### config.mk
export PLATFORM = sky130hd
export DESIGN_NAME = spsc_top
export DESIGN_NICKNAME = d
export VERILOG_FILES = /design/src/include/spsc_pkg.sv /design/src/design/spsc_top.sv
export SDC_FILE = /design/constraint.sdc
export NUM_CORES = 1
export LEC_CHECK = 0
export ABC_CLOCK_PERIOD_IN_PS = 3500
export BUFFER_PORTS_ARGS = -buffer_cell sky130_fd_sc_hd__buf_4
export CAP_MARGIN = 10
export CORE_ASPECT_RATIO = 0.7
export CORE_MARGIN = 5
export CORE_UTILIZATION = 55
export CTS_BUF_LIST = sky130_fd_sc_hd__clkbuf_4
export DETAILED_ROUTE_END_ITERATION = 12
export HOLD_SLACK_MARGIN = 0.05
export PLACE_DENSITY = 0.79
export SYNTH_ARGS = -nofsm -noshare
export SYNTH_HDL_FRONTEND = slang
export SYNTH_SLANG_ARGS = --single-unit
### constraint.sdc
create_clock -name hclk -period 3.5 [get_ports hclk]
set_input_delay 0.35 -clock hclk [delete_from_list [all_inputs] [get_ports hclk]]
set_output_delay 0.35 -clock hclk [all_outputs]
set_load 0.05 [all_outputs]
### src/include/spsc_pkg.sv
// Constants, types and helpers shared by the serial parity/status/clock block
// =============================================================================
// Summary of operation
// - Frame width follows word length, not parity enable
// - Even parity gives even ones count
// - Odd parity gives odd ones count
// - Parity replaces transmitted data MSB
// - Parity failure sets flag, optional interrupt
// - Address mark uses data MSB, never parity
// - Serial interrupts wake from Wait, not Halt
// - Halt freezes registers and stops transfers
// - Enabled events share one masked interrupt
// - No clock pulses in start/stop bits
// - Last-bit setting gates final data pulse
// - Polarity and phase separately selectable
// - No clock during idle, preamble, break
// - Both enables off floats clock, data pins
// - Tx-empty set on load, cleared by sequence
// - Tx-done after data frames only
// - Rx-ready and errors cleared by sequence
// - Idle flag re-arms only after rx-ready
// - Overrun keeps buffer, overwrites shifter
// - Noise flag raises no own interrupt
// - Framing plus overrun reports overrun only
// - Clock pulse count per frame 7/8/9
// - Polarity sets rest level, phase sets timing
// - Rx interrupt enable also gates overrun interrupt
// - Parity changes apply after current byte
package spsc_pkg;
  // ===========================================================================
  // Register offsets (byte addresses)
  localparam logic [7:0]  OFF_STATUS = 8'h00;
  localparam logic [7:0]  OFF_DATA   = 8'h04;
  localparam logic [7:0]  OFF_CTRL1  = 8'h08;
  localparam logic [7:0]  OFF_CTRL2  = 8'h0c;
  localparam logic [7:0]  OFF_CTRL3  = 8'h10;
  localparam logic [7:0]  OFF_BAUD   = 8'h14;
  // Reset values
  localparam logic [7:0]  STATUS_RST = 8'hc0;
  localparam logic [7:0]  CTRL_RST   = 8'h00;
  localparam logic [15:0] BAUD_RST   = 16'h0010;
  // Status bit positions
  localparam int ST_TXE = 7, ST_TC = 6, ST_RXR = 5, ST_IDLE = 4;
  localparam int ST_OVR = 3, ST_NF = 2, ST_FE = 1, ST_PE = 0;
  localparam logic [7:0]  TX_CLR_MASK = 8'hc0;
  localparam logic [7:0]  RX_CLR_MASK = 8'h3f;
  // Control one fields
  localparam int C1_RXB8 = 7, C1_TXB8 = 6, C1_LONG = 4;
  localparam int C1_PEN = 2, C1_ODD = 1, C1_PIE = 0;
  // Control two fields
  localparam int C2_TIE = 7, C2_TX_DONE_IRQ_ENABLE = 6, C2_RIE = 5, C2_IDLE_LINE_IRQ_ENABLE = 4;
  localparam int C2_TE = 3, C2_RE = 2, C2_SBK = 0;
  // Control three fields
  localparam int C3_CKEN = 3, C3_POL = 2, C3_PHA = 1, C3_LAST = 0;
  // ===========================================================================
  // Frame settings latched at the start of every frame
  typedef struct packed {
    logic word_long;
    logic par_en;
    logic par_odd;
  } spsc_cfg_t;
  typedef enum logic [2:0] {TX_IDLE, TX_PRE, TX_BRK, TX_START, TX_DATA, TX_STOP}
    spsc_tx_t;
  typedef enum logic [1:0] {RX_IDLE, RX_START, RX_DATA, RX_STOP} spsc_rx_t;
  // ===========================================================================
  // Data bits in a frame, parity included
  function automatic logic [3:0] spsc_nbits(input spsc_cfg_t c);
    return c.word_long ? 4'h9 : 4'h8;
  endfunction
  // Parity bit over the 7 or 8 low data bits
  function automatic logic spsc_par(input logic [8:0] w, input spsc_cfg_t c);
    logic [8:0] m;
    m = c.word_long ? 9'h0ff : 9'h07f;
    return (^(w & m)) ^ c.par_odd;
  endfunction
endpackage

### src/design/spsc_top.sv
// Serial interface: parity, status flags, interrupts, low power, clock output
//
// Chosen here: the AHB-Lite interface to the registers and the placing of the registers.
`timescale 1ns/10ps
module spsc_top import spsc_pkg::*; (
  input  wire logic        hclk,
  input  wire logic        hresetn,
  input  wire logic        hsel,
  input  wire logic [31:0] haddr,
  input  wire logic [1:0]  htrans,
  input  wire logic        hwrite,
  input  wire logic [2:0]  hsize,
  input  wire logic [31:0] hwdata,
  input  wire logic        hready,
  output logic      [31:0] hrdata,
  output logic             hreadyout,
  output logic             hresp,
  input  wire logic        rxd_pin,
  output logic             txd_out,
  output logic             txd_oe_n,
  output logic             sclk_out,
  output logic             sclk_oe_n,
  input  wire logic        irq_mask,
  input  wire logic        halt_mode,
  input  wire logic        wait_mode,
  output logic             irq,
  output logic             wake_req,
  output logic             addr_mark
);

  // ===========================================================================
  // Register state
  logic [7:0]  stat, c1, c2, c3, tx_buffer, rx_buffer;
  logic [15:0] baud;
  logic        stat_seen, dp_wr, wclr_pend;
  logic [7:0]  dp_addr;
  logic [7:0]  set_v, clr_v, next_stat;
  spsc_cfg_t   cur_cfg;
  logic        run;

  // Halt freezes register writes, status, sequencers and pins; bus capture, rx sync and irq run on
  assign run     = !halt_mode;
  assign cur_cfg = '{word_long: c1[C1_LONG], par_en: c1[C1_PEN], par_odd: c1[C1_ODD]};

  // ===========================================================================
  // AHB-Lite decode
  logic ap, ap_stat, ap_data, rd_clr, wr_clr;
  logic [7:0] rd_mux;
  assign ap      = hsel & htrans[1] & hready;
  assign ap_stat = ap & (haddr[7:0] == OFF_STATUS);
  assign ap_data = ap & (haddr[7:0] == OFF_DATA);
  assign rd_clr  = run & ap_data & !hwrite & stat_seen;
  assign wr_clr  = run & dp_wr & (dp_addr == OFF_DATA) & wclr_pend;
  assign rd_mux  = (haddr[7:0] == OFF_STATUS) ? stat :
                   (haddr[7:0] == OFF_DATA)   ? rx_buffer :
                   (haddr[7:0] == OFF_CTRL1)  ? c1 :
                   (haddr[7:0] == OFF_CTRL2)  ? c2 :
                   (haddr[7:0] == OFF_CTRL3)  ? {4'h0, c3[3:0]} : 8'h00;

  // Address phase capture and read data
  always_ff @(posedge hclk or negedge hresetn) begin
    if (!hresetn) begin
      dp_wr     <= 1'b0;
      dp_addr   <= 8'h00;
      wclr_pend <= 1'b0;
      hrdata    <= 32'h0000_0000;
      hreadyout <= 1'b0;
      hresp     <= 1'b0;
    end else begin
      dp_wr     <= ap & hwrite;
      dp_addr   <= haddr[7:0];
      wclr_pend <= ap_data & hwrite & stat_seen;
      hreadyout <= 1'b1;
      hresp     <= 1'b0;
      if (ap & !hwrite) begin
        hrdata <= (haddr[7:0] == OFF_BAUD) ? {16'h0000, baud} : {24'h00_0000, rd_mux};
      end
    end
  end

  // Status access arms the clear; the next data access consumes it
  always_ff @(posedge hclk or negedge hresetn) begin
    if (!hresetn) begin
      stat_seen <= 1'b0;
    end else if (run && ap_stat) begin
      stat_seen <= 1'b1;
    end else if (run && ap_data) begin
      stat_seen <= 1'b0;
    end
  end

  // Control register writes, ignored while halted
  logic rx_b8_set;
  logic rx_b8;
  always_ff @(posedge hclk or negedge hresetn) begin
    if (!hresetn) begin
      c1 <= CTRL_RST;
      c2 <= CTRL_RST;
      c3 <= CTRL_RST;
      baud <= BAUD_RST;
      tx_buffer <= 8'h00;
    end else begin
      if (rx_b8_set) begin
        c1[C1_RXB8] <= rx_b8;
      end
      if (run && dp_wr) begin
        if (dp_addr == OFF_CTRL1) begin
          c1[6:0] <= hwdata[6:0];
        end
        if (dp_addr == OFF_CTRL2) begin
          c2 <= hwdata[7:0];
        end
        if (dp_addr == OFF_CTRL3) begin
          c3 <= {4'h0, hwdata[3:0]};
        end
        if (dp_addr == OFF_BAUD) begin
          baud <= hwdata[15:0];
        end
        if (dp_addr == OFF_DATA) begin
          tx_buffer <= hwdata[7:0];
        end
      end
    end
  end

  // ===========================================================================
  // Transmitter
  spsc_tx_t   tx_state;
  spsc_cfg_t  tx_cfg;
  logic [8:0] tx_sh, tx_word;
  logic [3:0] tx_bit, tx_n;
  logic [15:0] tcnt;
  logic       tx_tick, tx_first, te_q, pre_pend, tx_isdata, tx_load, tx_end;
  logic       tx_par, pulse_en, next_sclk, next_txd;
  assign tx_n     = spsc_nbits(tx_cfg);
  assign tx_tick  = run & (tcnt == baud - 16'h0001);
  assign tx_first = tcnt < {1'b0, baud[15:1]};
  assign tx_par   = spsc_par({c1[C1_TXB8], tx_buffer}, cur_cfg);
  // Parity takes the place of the top data bit
  assign tx_word  = !cur_cfg.par_en ? {c1[C1_TXB8], tx_buffer} :
                    cur_cfg.word_long ? {tx_par, tx_buffer} :
                    {1'b0, tx_par, tx_buffer[6:0]};
  assign tx_load  = run & (tx_state == TX_IDLE) & c2[C2_TE] & !pre_pend &
                    !c2[C2_SBK] & !stat[ST_TXE];
  assign tx_end   = tx_tick & (tx_state == TX_STOP);

  // Frame sequencer; config latched at load so changes wait for the next byte
  always_ff @(posedge hclk or negedge hresetn) begin
    if (!hresetn) begin
      tx_state <= TX_IDLE;
      tx_cfg <= '0;
      tx_sh <= 9'h000;
      tx_bit <= 4'h0;
      tcnt <= 16'h0000;
      te_q <= 1'b0;
      pre_pend <= 1'b0;
      tx_isdata <= 1'b0;
    end else if (run) begin
      te_q <= c2[C2_TE];
      tcnt <= (tx_state == TX_IDLE || tx_tick) ? 16'h0000 : tcnt + 16'h0001;
      if (c2[C2_TE] && !te_q) begin
        pre_pend <= 1'b1;
      end
      unique case (tx_state)
        TX_IDLE: begin
          tx_bit <= 4'h0;
          tx_cfg <= cur_cfg;
          if (c2[C2_TE] && pre_pend) begin
            pre_pend <= 1'b0;
            tx_state <= TX_PRE;
          end else if (c2[C2_TE] && c2[C2_SBK]) begin
            tx_state <= TX_BRK;
          end else if (tx_load) begin
            tx_sh <= tx_word;
            tx_isdata <= 1'b1;
            tx_state <= TX_START;
          end
        end
        TX_PRE, TX_BRK: begin
          if (tx_tick) begin
            tx_bit <= tx_bit + 4'h1;
            if (tx_bit == tx_n + 4'h1) begin
              tx_isdata <= 1'b0;
              tx_state <= (tx_state == TX_BRK) ? TX_STOP : TX_IDLE;
            end
          end
        end
        TX_START: begin
          if (tx_tick) begin
            tx_state <= TX_DATA;
          end
        end
        TX_DATA: begin
          if (tx_tick) begin
            tx_sh <= {1'b0, tx_sh[8:1]};
            tx_bit <= tx_bit + 4'h1;
            if (tx_bit == tx_n - 4'h1) begin
              tx_state <= TX_STOP;
            end
          end
        end
        TX_STOP: begin
          if (tx_tick) begin
            tx_state <= TX_IDLE;
          end
        end
      endcase
    end
  end

  // Clock pulses only in data bits, last one optional, shaped by polarity/phase
  assign pulse_en  = (tx_state == TX_DATA) &
                     ((tx_bit != tx_n - 4'h1) | c3[C3_LAST]);
  assign next_sclk = c3[C3_POL] ^ (pulse_en & (c3[C3_PHA] ? tx_first : !tx_first));
  assign next_txd  = (tx_state == TX_DATA) ? tx_sh[0] :
                     !((tx_state == TX_START) | (tx_state == TX_BRK));

  // Pin drivers; both enables off floats both pins
  always_ff @(posedge hclk or negedge hresetn) begin
    if (!hresetn) begin
      txd_out <= 1'b1;
      sclk_out <= 1'b0;
      txd_oe_n <= 1'b1;
      sclk_oe_n <= 1'b1;
    end else if (run) begin
      txd_out <= next_txd;
      sclk_out <= next_sclk;
      txd_oe_n <= !(c2[C2_TE] | c2[C2_RE]);
      sclk_oe_n <= !(c3[C3_CKEN] & (c2[C2_TE] | c2[C2_RE]));
    end
  end

  // ===========================================================================
  // Receiver: two-stage sync, three-sample vote at mid-bit
  spsc_rx_t   rx_state;
  spsc_cfg_t  rx_cfg;
  logic       rx_s1, rx_s2, maj, noisy, rx_noise, rx_mid, rx_wrap, rx_done;
  logic [2:0] rx_hist;
  logic [8:0] rx_sh;
  logic [3:0] rx_bit, rx_n, idle_cnt;
  logic [15:0] rcnt;
  logic       idle_armed, rx_fail, rx_fe;
  assign rx_n    = spsc_nbits(rx_cfg);
  assign maj     = (rx_hist[0] & rx_hist[1]) | (rx_hist[0] & rx_hist[2]) |
                   (rx_hist[1] & rx_hist[2]);
  assign noisy   = !(&rx_hist) & (|rx_hist);
  assign rx_mid  = run & (rcnt == {1'b0, baud[15:1]});
  assign rx_wrap = run & (rcnt == baud - 16'h0001);
  assign rx_done = rx_mid & (rx_state == RX_STOP);
  assign rx_fe   = !maj;
  assign rx_fail = rx_cfg.par_en &
                   (spsc_par(rx_sh, rx_cfg) != rx_sh[rx_n - 4'h1]);

  always_ff @(posedge hclk or negedge hresetn) begin
    if (!hresetn) begin
      rx_s1 <= 1'b1;
      rx_s2 <= 1'b1;
      rx_hist <= 3'h7;
    end else begin
      rx_s1 <= rxd_pin;
      rx_s2 <= rx_s1;
      rx_hist <= {rx_hist[1:0], rx_s2};
    end
  end

  // Frame sampler; config latched at start edge
  always_ff @(posedge hclk or negedge hresetn) begin
    if (!hresetn) begin
      rx_state <= RX_IDLE;
      rx_cfg <= '0;
      rx_sh <= 9'h000;
      rx_bit <= 4'h0;
      rcnt <= 16'h0000;
      rx_noise <= 1'b0;
    end else if (run) begin
      rcnt <= rx_wrap ? 16'h0000 : rcnt + 16'h0001;
      unique case (rx_state)
        RX_IDLE: begin
          if (c2[C2_RE] && !rx_s2) begin
            rcnt <= 16'h0000;
            rx_cfg <= cur_cfg;
            rx_noise <= 1'b0;
            rx_state <= RX_START;
          end
        end
        RX_START: begin
          if (rx_mid) begin
            rx_bit <= 4'h0;
            rx_noise <= noisy;
            rx_state <= maj ? RX_IDLE : RX_DATA;
          end
        end
        RX_DATA: begin
          if (rx_mid) begin
            rx_sh[rx_bit] <= maj;
            rx_noise <= rx_noise | noisy;
            rx_bit <= rx_bit + 4'h1;
            if (rx_bit == rx_n - 4'h1) begin
              rx_state <= RX_STOP;
            end
          end
        end
        RX_STOP: begin
          if (rx_mid) begin
            rx_state <= RX_IDLE;
          end
        end
      endcase
    end
  end

  // Buffer transfer, blocked while the previous word is unread
  assign rx_b8_set = rx_done & !stat[ST_RXR] & rx_cfg.word_long;
  assign rx_b8     = rx_sh[8];
  always_ff @(posedge hclk or negedge hresetn) begin
    if (!hresetn) begin
      rx_buffer <= 8'h00;
      addr_mark <= 1'b0;
    end else if (rx_done && !stat[ST_RXR]) begin
      rx_buffer <= rx_sh[7:0];
      addr_mark <= rx_sh[rx_n - 4'h1 - {3'h0, rx_cfg.par_en}];
    end
  end

  // Idle line: one frame of high line after a reception
  always_ff @(posedge hclk or negedge hresetn) begin
    if (!hresetn) begin
      idle_cnt <= 4'h0;
      idle_armed <= 1'b0;
    end else if (run) begin
      if (rx_state != RX_IDLE || !rx_s2 || !c2[C2_RE]) begin
        idle_cnt <= 4'h0;
      end else if (rx_wrap && idle_cnt != 4'hf) begin
        idle_cnt <= idle_cnt + 4'h1;
      end
      if (set_v[ST_RXR]) begin
        idle_armed <= 1'b1;
      end else if (set_v[ST_IDLE]) begin
        idle_armed <= 1'b0;
      end
    end
  end

  // ===========================================================================
  // Status flags: hardware set wins over the software clear
  assign set_v[ST_TXE]  = tx_load;
  assign set_v[ST_TC]   = tx_end & tx_isdata;
  assign set_v[ST_RXR]  = rx_done & !stat[ST_RXR];
  assign set_v[ST_IDLE] = idle_armed & (idle_cnt == rx_n + 4'h2) & rx_wrap;
  assign set_v[ST_OVR]  = rx_done & stat[ST_RXR];
  assign set_v[ST_NF]   = set_v[ST_RXR] & rx_noise;
  assign set_v[ST_FE]   = set_v[ST_RXR] & rx_fe;
  assign set_v[ST_PE]   = set_v[ST_RXR] & rx_fail;
  assign clr_v = (rd_clr ? RX_CLR_MASK : 8'h00) | (wr_clr ? TX_CLR_MASK : 8'h00);
  assign next_stat = (stat & ~clr_v) | set_v;

  always_ff @(posedge hclk or negedge hresetn) begin
    if (!hresetn) begin
      stat <= STATUS_RST;
    end else if (run) begin
      stat <= next_stat;
    end
  end

  // ===========================================================================
  // Shared interrupt and Wait wake-up
  logic [7:0] ie;
  logic       irq_req;
  assign ie = {c2[C2_TIE], c2[C2_TX_DONE_IRQ_ENABLE], c2[C2_RIE], c2[C2_IDLE_LINE_IRQ_ENABLE], c2[C2_RIE],
               2'b00, c1[C1_PIE]};
  assign irq_req = |(stat & ie) & !irq_mask;
  always_ff @(posedge hclk or negedge hresetn) begin
    if (!hresetn) begin
      irq <= 1'b0;
      wake_req <= 1'b0;
    end else begin
      irq <= irq_req;
      wake_req <= irq_req & wait_mode & !halt_mode;
    end
  end
endmodule

======== Yosys cells after proc, flatten, opt, wreduce, memory -nomap -nowiden ========
Cells that the tools add are included.
operators by class
  shift operators ......................... 0
  multiplexer cells ....................... 74
  div/mod/pow operators ................... 0
  add/subtract/negate cells ............... 11
  bitwise operators ....................... 61
  reduce and logical (&&, ||, !) cells .... 65
  multipliers ............................. 0
  eq/ne operators ......................... 44
  magnitude comparators ................... 5
operators with widths
  cell                                                 count
  2-to-1 mux 16 bit                                    5
  2-to-1 mux 8 bit                                     7
  2-to-1 mux 9 bit                                     6
  AND 1 bit                                            44
  adder 16 x 1 -> 16 bit, second input constant        2
  equality test 16 bit                                 2
  equality test 8 x 4 -> 1 bit, second input constant  4
  equality test 8 x 5 -> 1 bit, second input constant  4
  2-to-1 mux 3 bit                                     10
  inequality test 2 bit, second input constant         14
  2-to-1 mux 4 bit                                     6
  2-to-1 mux 1 bit                                     22
  AND 9 x 8 -> 9 bit                                   2
  one-hot mux 9 bit (2 select lines)                   1
  parity 9 bit                                         2
  adder 4 x 1 -> 4 bit, second input constant          4
  AND 8 bit                                            2
  equality test 16 x 15 -> 1 bit                       1
  equality test 4 bit                                  4
  equality test 8 x 3 -> 1 bit, second input constant  2
  logical NOT 1 bit                                    16
  less-than comparator 16 x 15 -> 1 bit                1
  one-hot mux 4 bit (2 select lines)                   2
  AND reduction 2 bit                                  8
  other kinds (47)                                     89
word-level totals
  bits in latches ......................... 0
  flip-flop bits (word level) ............. 192
  bits in read-only memories .............. 0
  word-level logic and storage cells ...... 302
  bits in writable memories ............... 0
  input bits .............................. 78
  memories ................................ 0
  output and inout bits ................... 41

======== Depth between registers and ports, before layout ========
  word-level depth ........................ 11
  gate-level depth with buffers ........... 15
  mapped depth without buffers ............ 10

======== Least setup slack after synthesis ========
No wires, ideal clock.
  kind .................................... register to register
  start ................................... register baud[0]
  end ..................................... register rcnt[10]
  data required time ...................... 3,379 ps
  path slack .............................. -5 ps
  arrival time ............................ 3,384 ps
  period minus slack after synthesis ...... 3,505 ps
  path buffers ............................ 4
  stages on the path, launching flop included .. 15
  library setup time ...................... 121 ps
  path through ............................ dfrtp_1 clkbuf_1 inv_1 ha_1 buf_2 or4b_4 buf_6 nor4_4 xnor2_1 or4_4 nor4_4 a21oi_2 buf_6 a21o_1 a22o_1
between the ends
  longest elaborated chain between the ends .. 6
RTL lines
  element                        RTL line         source
  from (decl)                    spsc_top.sv:34   logic [15:0] baud;
  from (signal assigned)         spsc_top.sv:117  baud <= hwdata[15:0];
  subtractor 16 x 1 -> 16 bit *  spsc_top.sv:248  assign rx_wrap = run & (rcnt == baud - 16'h0001);
  equality test 16 bit *         spsc_top.sv:248
  AND 1 bit *                    spsc_top.sv:248
  2-to-1 mux 16 bit *            spsc_top.sv:276  rcnt <= rx_wrap ? 16'h0000 : rcnt + 16'h0001;
  2-to-1 mux 16 bit              spsc_top.sv:279  if (c2[C2_RE] && !rx_s2) begin
  2-to-1 mux 16 bit *            spsc_top.sv:277  unique case (rx_state)
  to (signal assigned)           spsc_top.sv:276
  to (decl)                      spsc_top.sv:241  logic [15:0] rcnt;
Mark *: on every way between the ends. The rest lies on a longest branch, timed or not.
A chain may end at the register's enable or synchronous reset.

======== Worst setup path after layout ========
  start ................................... register baud[0]
  end ..................................... register rcnt[12]
Same word-level chain as after synthesis.

==> impl_metrics.ini <==
[critical_path]
reg2reg_to = rcnt[12]$_DFFE_PN0N_
startpoint = baud[0]$_DFFE_PN0P_
crit_path_end_kind = flop
r2r-start = baud[0]$_DFFE_PN0P_
max_stage_delay_ps = 520
cpMaxStageDelayCell = or4_4
worstSetupStartpointType = flop
crit_family = simple AND/OR/NAND/NOR gates
cpMostUsedCell = buf_4
cp.required_ps = 4000
path_buf_inv = 2
r2r_slack_ps = 160
critPathArrivalTime_ps = 3840
path_max_fanout = 6
crit_type = flop to flop
reg2regPathDepth = 10
path_cells = buf_4 -> or3_1 -> xnor2_1 -> or4_1 -> or4_4 -> nor4_4 -> a21oi_2 -> buf_4 -> a21o_1 -> a22o_1

[power_and_ir_drop]
p_leak_nw = 5.49
powerDensity_nw_per_um2 = 392
ir_drop_mv = 0.343

[global_route]
grt_overflow_total = 0
track_usage = 0.247
grt_pass1_wl_um = 43500
grt_max_degree = 79
grt_pass1_vias = 8168
antenna_found_initial = 0

[die]
io_pins = 119
fp.dieH_um = 125
core_um2 = 18700
initial_core_util = 0.555
die_x_um = 174
core.rowCount = 42
die-area_um2 = 21800

[timing]
clock.fmax_ghz = 0.300
fin_crit_sh = 0.954
hold_viol = 0
fin_setup_tns_ps = 0
rsz0062_at_grt = false
min_period_ps = 3340
fin_skew_ps = 28.1
setup_viol = 0
worstMarginPinSlew_ps = 927
slew_violations = 0
worst_slew_margin_rel = 0.382

[cells_and_area]
syn2layout_area_growth_pct = 13.9
antenna_cells = 0
final_area_um2 = 11800
final_nets = 1250
drive_gt1_frac = 0.218

[cts]
cts_root_buf = clkbuf_4
htreeDepth = 4
clock-sinks = 176
worstSkewPairLatency_ps = 610
clkTransAtPathRegs_ps = 150
cts.path.max_buffers = 2
cts_tree = yes
numCtsBuffers = 17

[synthesis]
avgSynthCellArea_um2 = 9.87
yosysMostFrequentCell = dfrtp_1
yosys-top-cells-area = dfrtp_1, mux2_2, xnor2_1, ha_1, nand2_1
post_synth_num_cell_types = 77
synth_common_cells = dfrtp_1, nand2_1, mux2_2, nor2_1, xnor2_1
ys_seq_area_frac = 0.426
synth_area_um2 = 10400
syn_inst = 1051
netlist.area_leader.share = 0.398
yosys_warnings = 0
synth_top_area_cell = dfrtp_1
synth-async-reset-ratio = 1.00
synth_enable_flop_cells = 0
ys_ff_latch = 176
synthFlopType = dfrtp_1

[worst_hold_path]
holdPathEnd = dp_wr$_DFF_PN0_
hold_path_class = input pin to flop
whs_path_depth = 3
min_from = hwrite

[drt]
drt-pass1-iter-count = 5
drt_wl_total_um = 26200
viasPerCell = 5.90
ant_nets = 0
drt_iter0_markers = 926
vias = 8249
route.detailed.drc = 0
post_drt_wl_per_cell_um = 18.8

[placed_design]
port-buffer-count = 57
dp_hpwl_um = 19500
place_area_um2 = 11200
place.gp.congestion = 0.930

[run_status]
status = completed

[flow_run]
maxCapViolCount = 0
==> per-stage QoR <==
step | power (mW) | setup WS, ps | hold slack [ps] | std cells | utilization
2_1_floorplan | 3.06 | 54.7 | 54.4 | 1067 | -
3_3_place_gp | 3.31 | 89.0 | 347 | 1336 | 0.598
3_5_place_dp | 3.34 | 18.2 | 356 | 1336 | 0.598
4_1_cts | 4.64 | 79.7 | 52.3 | 1397 | 0.630
5_1_grt | 4.86 | 2.27 | 92.6 | 1397 | 0.632
6_report | 4.63 | 162 | 103 | 1397 | 0.632
==> metal layers <==
metal  up-vias  wire [µm]  global-route usage
met4         0        401              0.0679
met1      4002      12500               0.377
li1       3900          -                   -
met2       306      11100               0.350
met3        41       2200              0.0622
met5         -          0                   0
==> worst register-to-register path, stage by stage (launching register included) <==
cell	delay [ps]
dfrtp_1	420
buf_4	150
or3_1	440
xnor2_1	160
or4_1	460
or4_4	520
nor4_4	430
a21oi_2	130
buf_4	170
a21o_1	150
a22o_1	220
==> cells by family after synthesis <==
kind of cell | after synthesis | share of synthesized area
and+or+nand+nor | 353 | 0.182
AOI/OAI and AO/OA | 199 | 0.131
DFF | 176 | 0.426
buffers and inverters | 117 | 0.0515
muxes | 88 | 0.0944
xor gates and xnor gates | 85 | 0.0771
adders and majority gates | 31 | 0.0371
other | 2 | 0.000724
==> power breakdown <==
group | internal [mW] | switching (mW) | total (mW)
logic | 0.437 | 0.553 | 0.990
registers | 2.16 | 0.205 | 2.36
clock network | 0.528 | 0.750 | 1.28
total | 3.12 | 1.51 | 4.63
==> placed cells by master (no fill, tap or decap), drive strengths merged, types with 8 or more instances in the layout <==
cell type and count:
a21o 16, a21oi 26, a22o 16, a31oi 12, and3 9, buf 110, clkbuf 20, conb 18
dfrtp 165, dfstp 11, dlygate4sd3 29, ha 30, inv 38, mux2 69, mux2i 18, nand2 100
nand2b 12, nand3 32, nand4 14, nor2 67, nor2b 19, nor3 19, nor4 13, o21a 8
o21ai 50, o31ai 14, or2 12, or3 9, xnor2 54, xor2 27
==> worst max path at each step <==
stage	to	slack, ps	cells after the start
floorplan	rcnt[10]$_DFFE_PN0N_	50	13
global placement	tx_bit[3]$_DFFE_PN0P_	90	9
detailed placement	tx_bit[2]$_DFFE_PN0P_	20	9
CTS	rcnt[13]$_DFFE_PN0N_	80	12
global route	rcnt[10]$_DFFE_PN0N_	2	10
finish	rcnt[12]$_DFFE_PN0N_	160	10
==> registers in the layout (all words and copies together) (netlist names), 4 cells and up, named ones only <==
name	cells
c2	8
rcnt	16
c1	8
rx_buffer	8
dp_addr	8
tx_bit	4
baud	16
stat	8
c3	4
tx_buffer	8
idle_cnt	4
hrdata	16
tx_sh	9
rx_bit	4
tcnt	16
rx_sh	9
==> area by class of cell <==
class / instances / area, µm²
Tap cell: 242 / 303
Sequential cell: 176 / 4420
Fill cell: 1494 / 6890
Multi-Input combinational cell: 774 / 5520
Timing Repair Buffer: 139 / 1140
Clock inverter: 12 / 160
Clock buffer: 20 / 150
Inverter: 34 / 128
==> repair_timing <==
| action | CTS | global route |
|---|---|---|
| buffers inserted | 0 | 0 |
| endpoints found under the hold margin | 121 | 0 |
| hold buffers | 29 | 0 |
| gates resized for setup | 1 | 5 |
| setup endpoints to repair | 1 | 41 |
No activity file was read; power rests on OpenSTA's default activity.
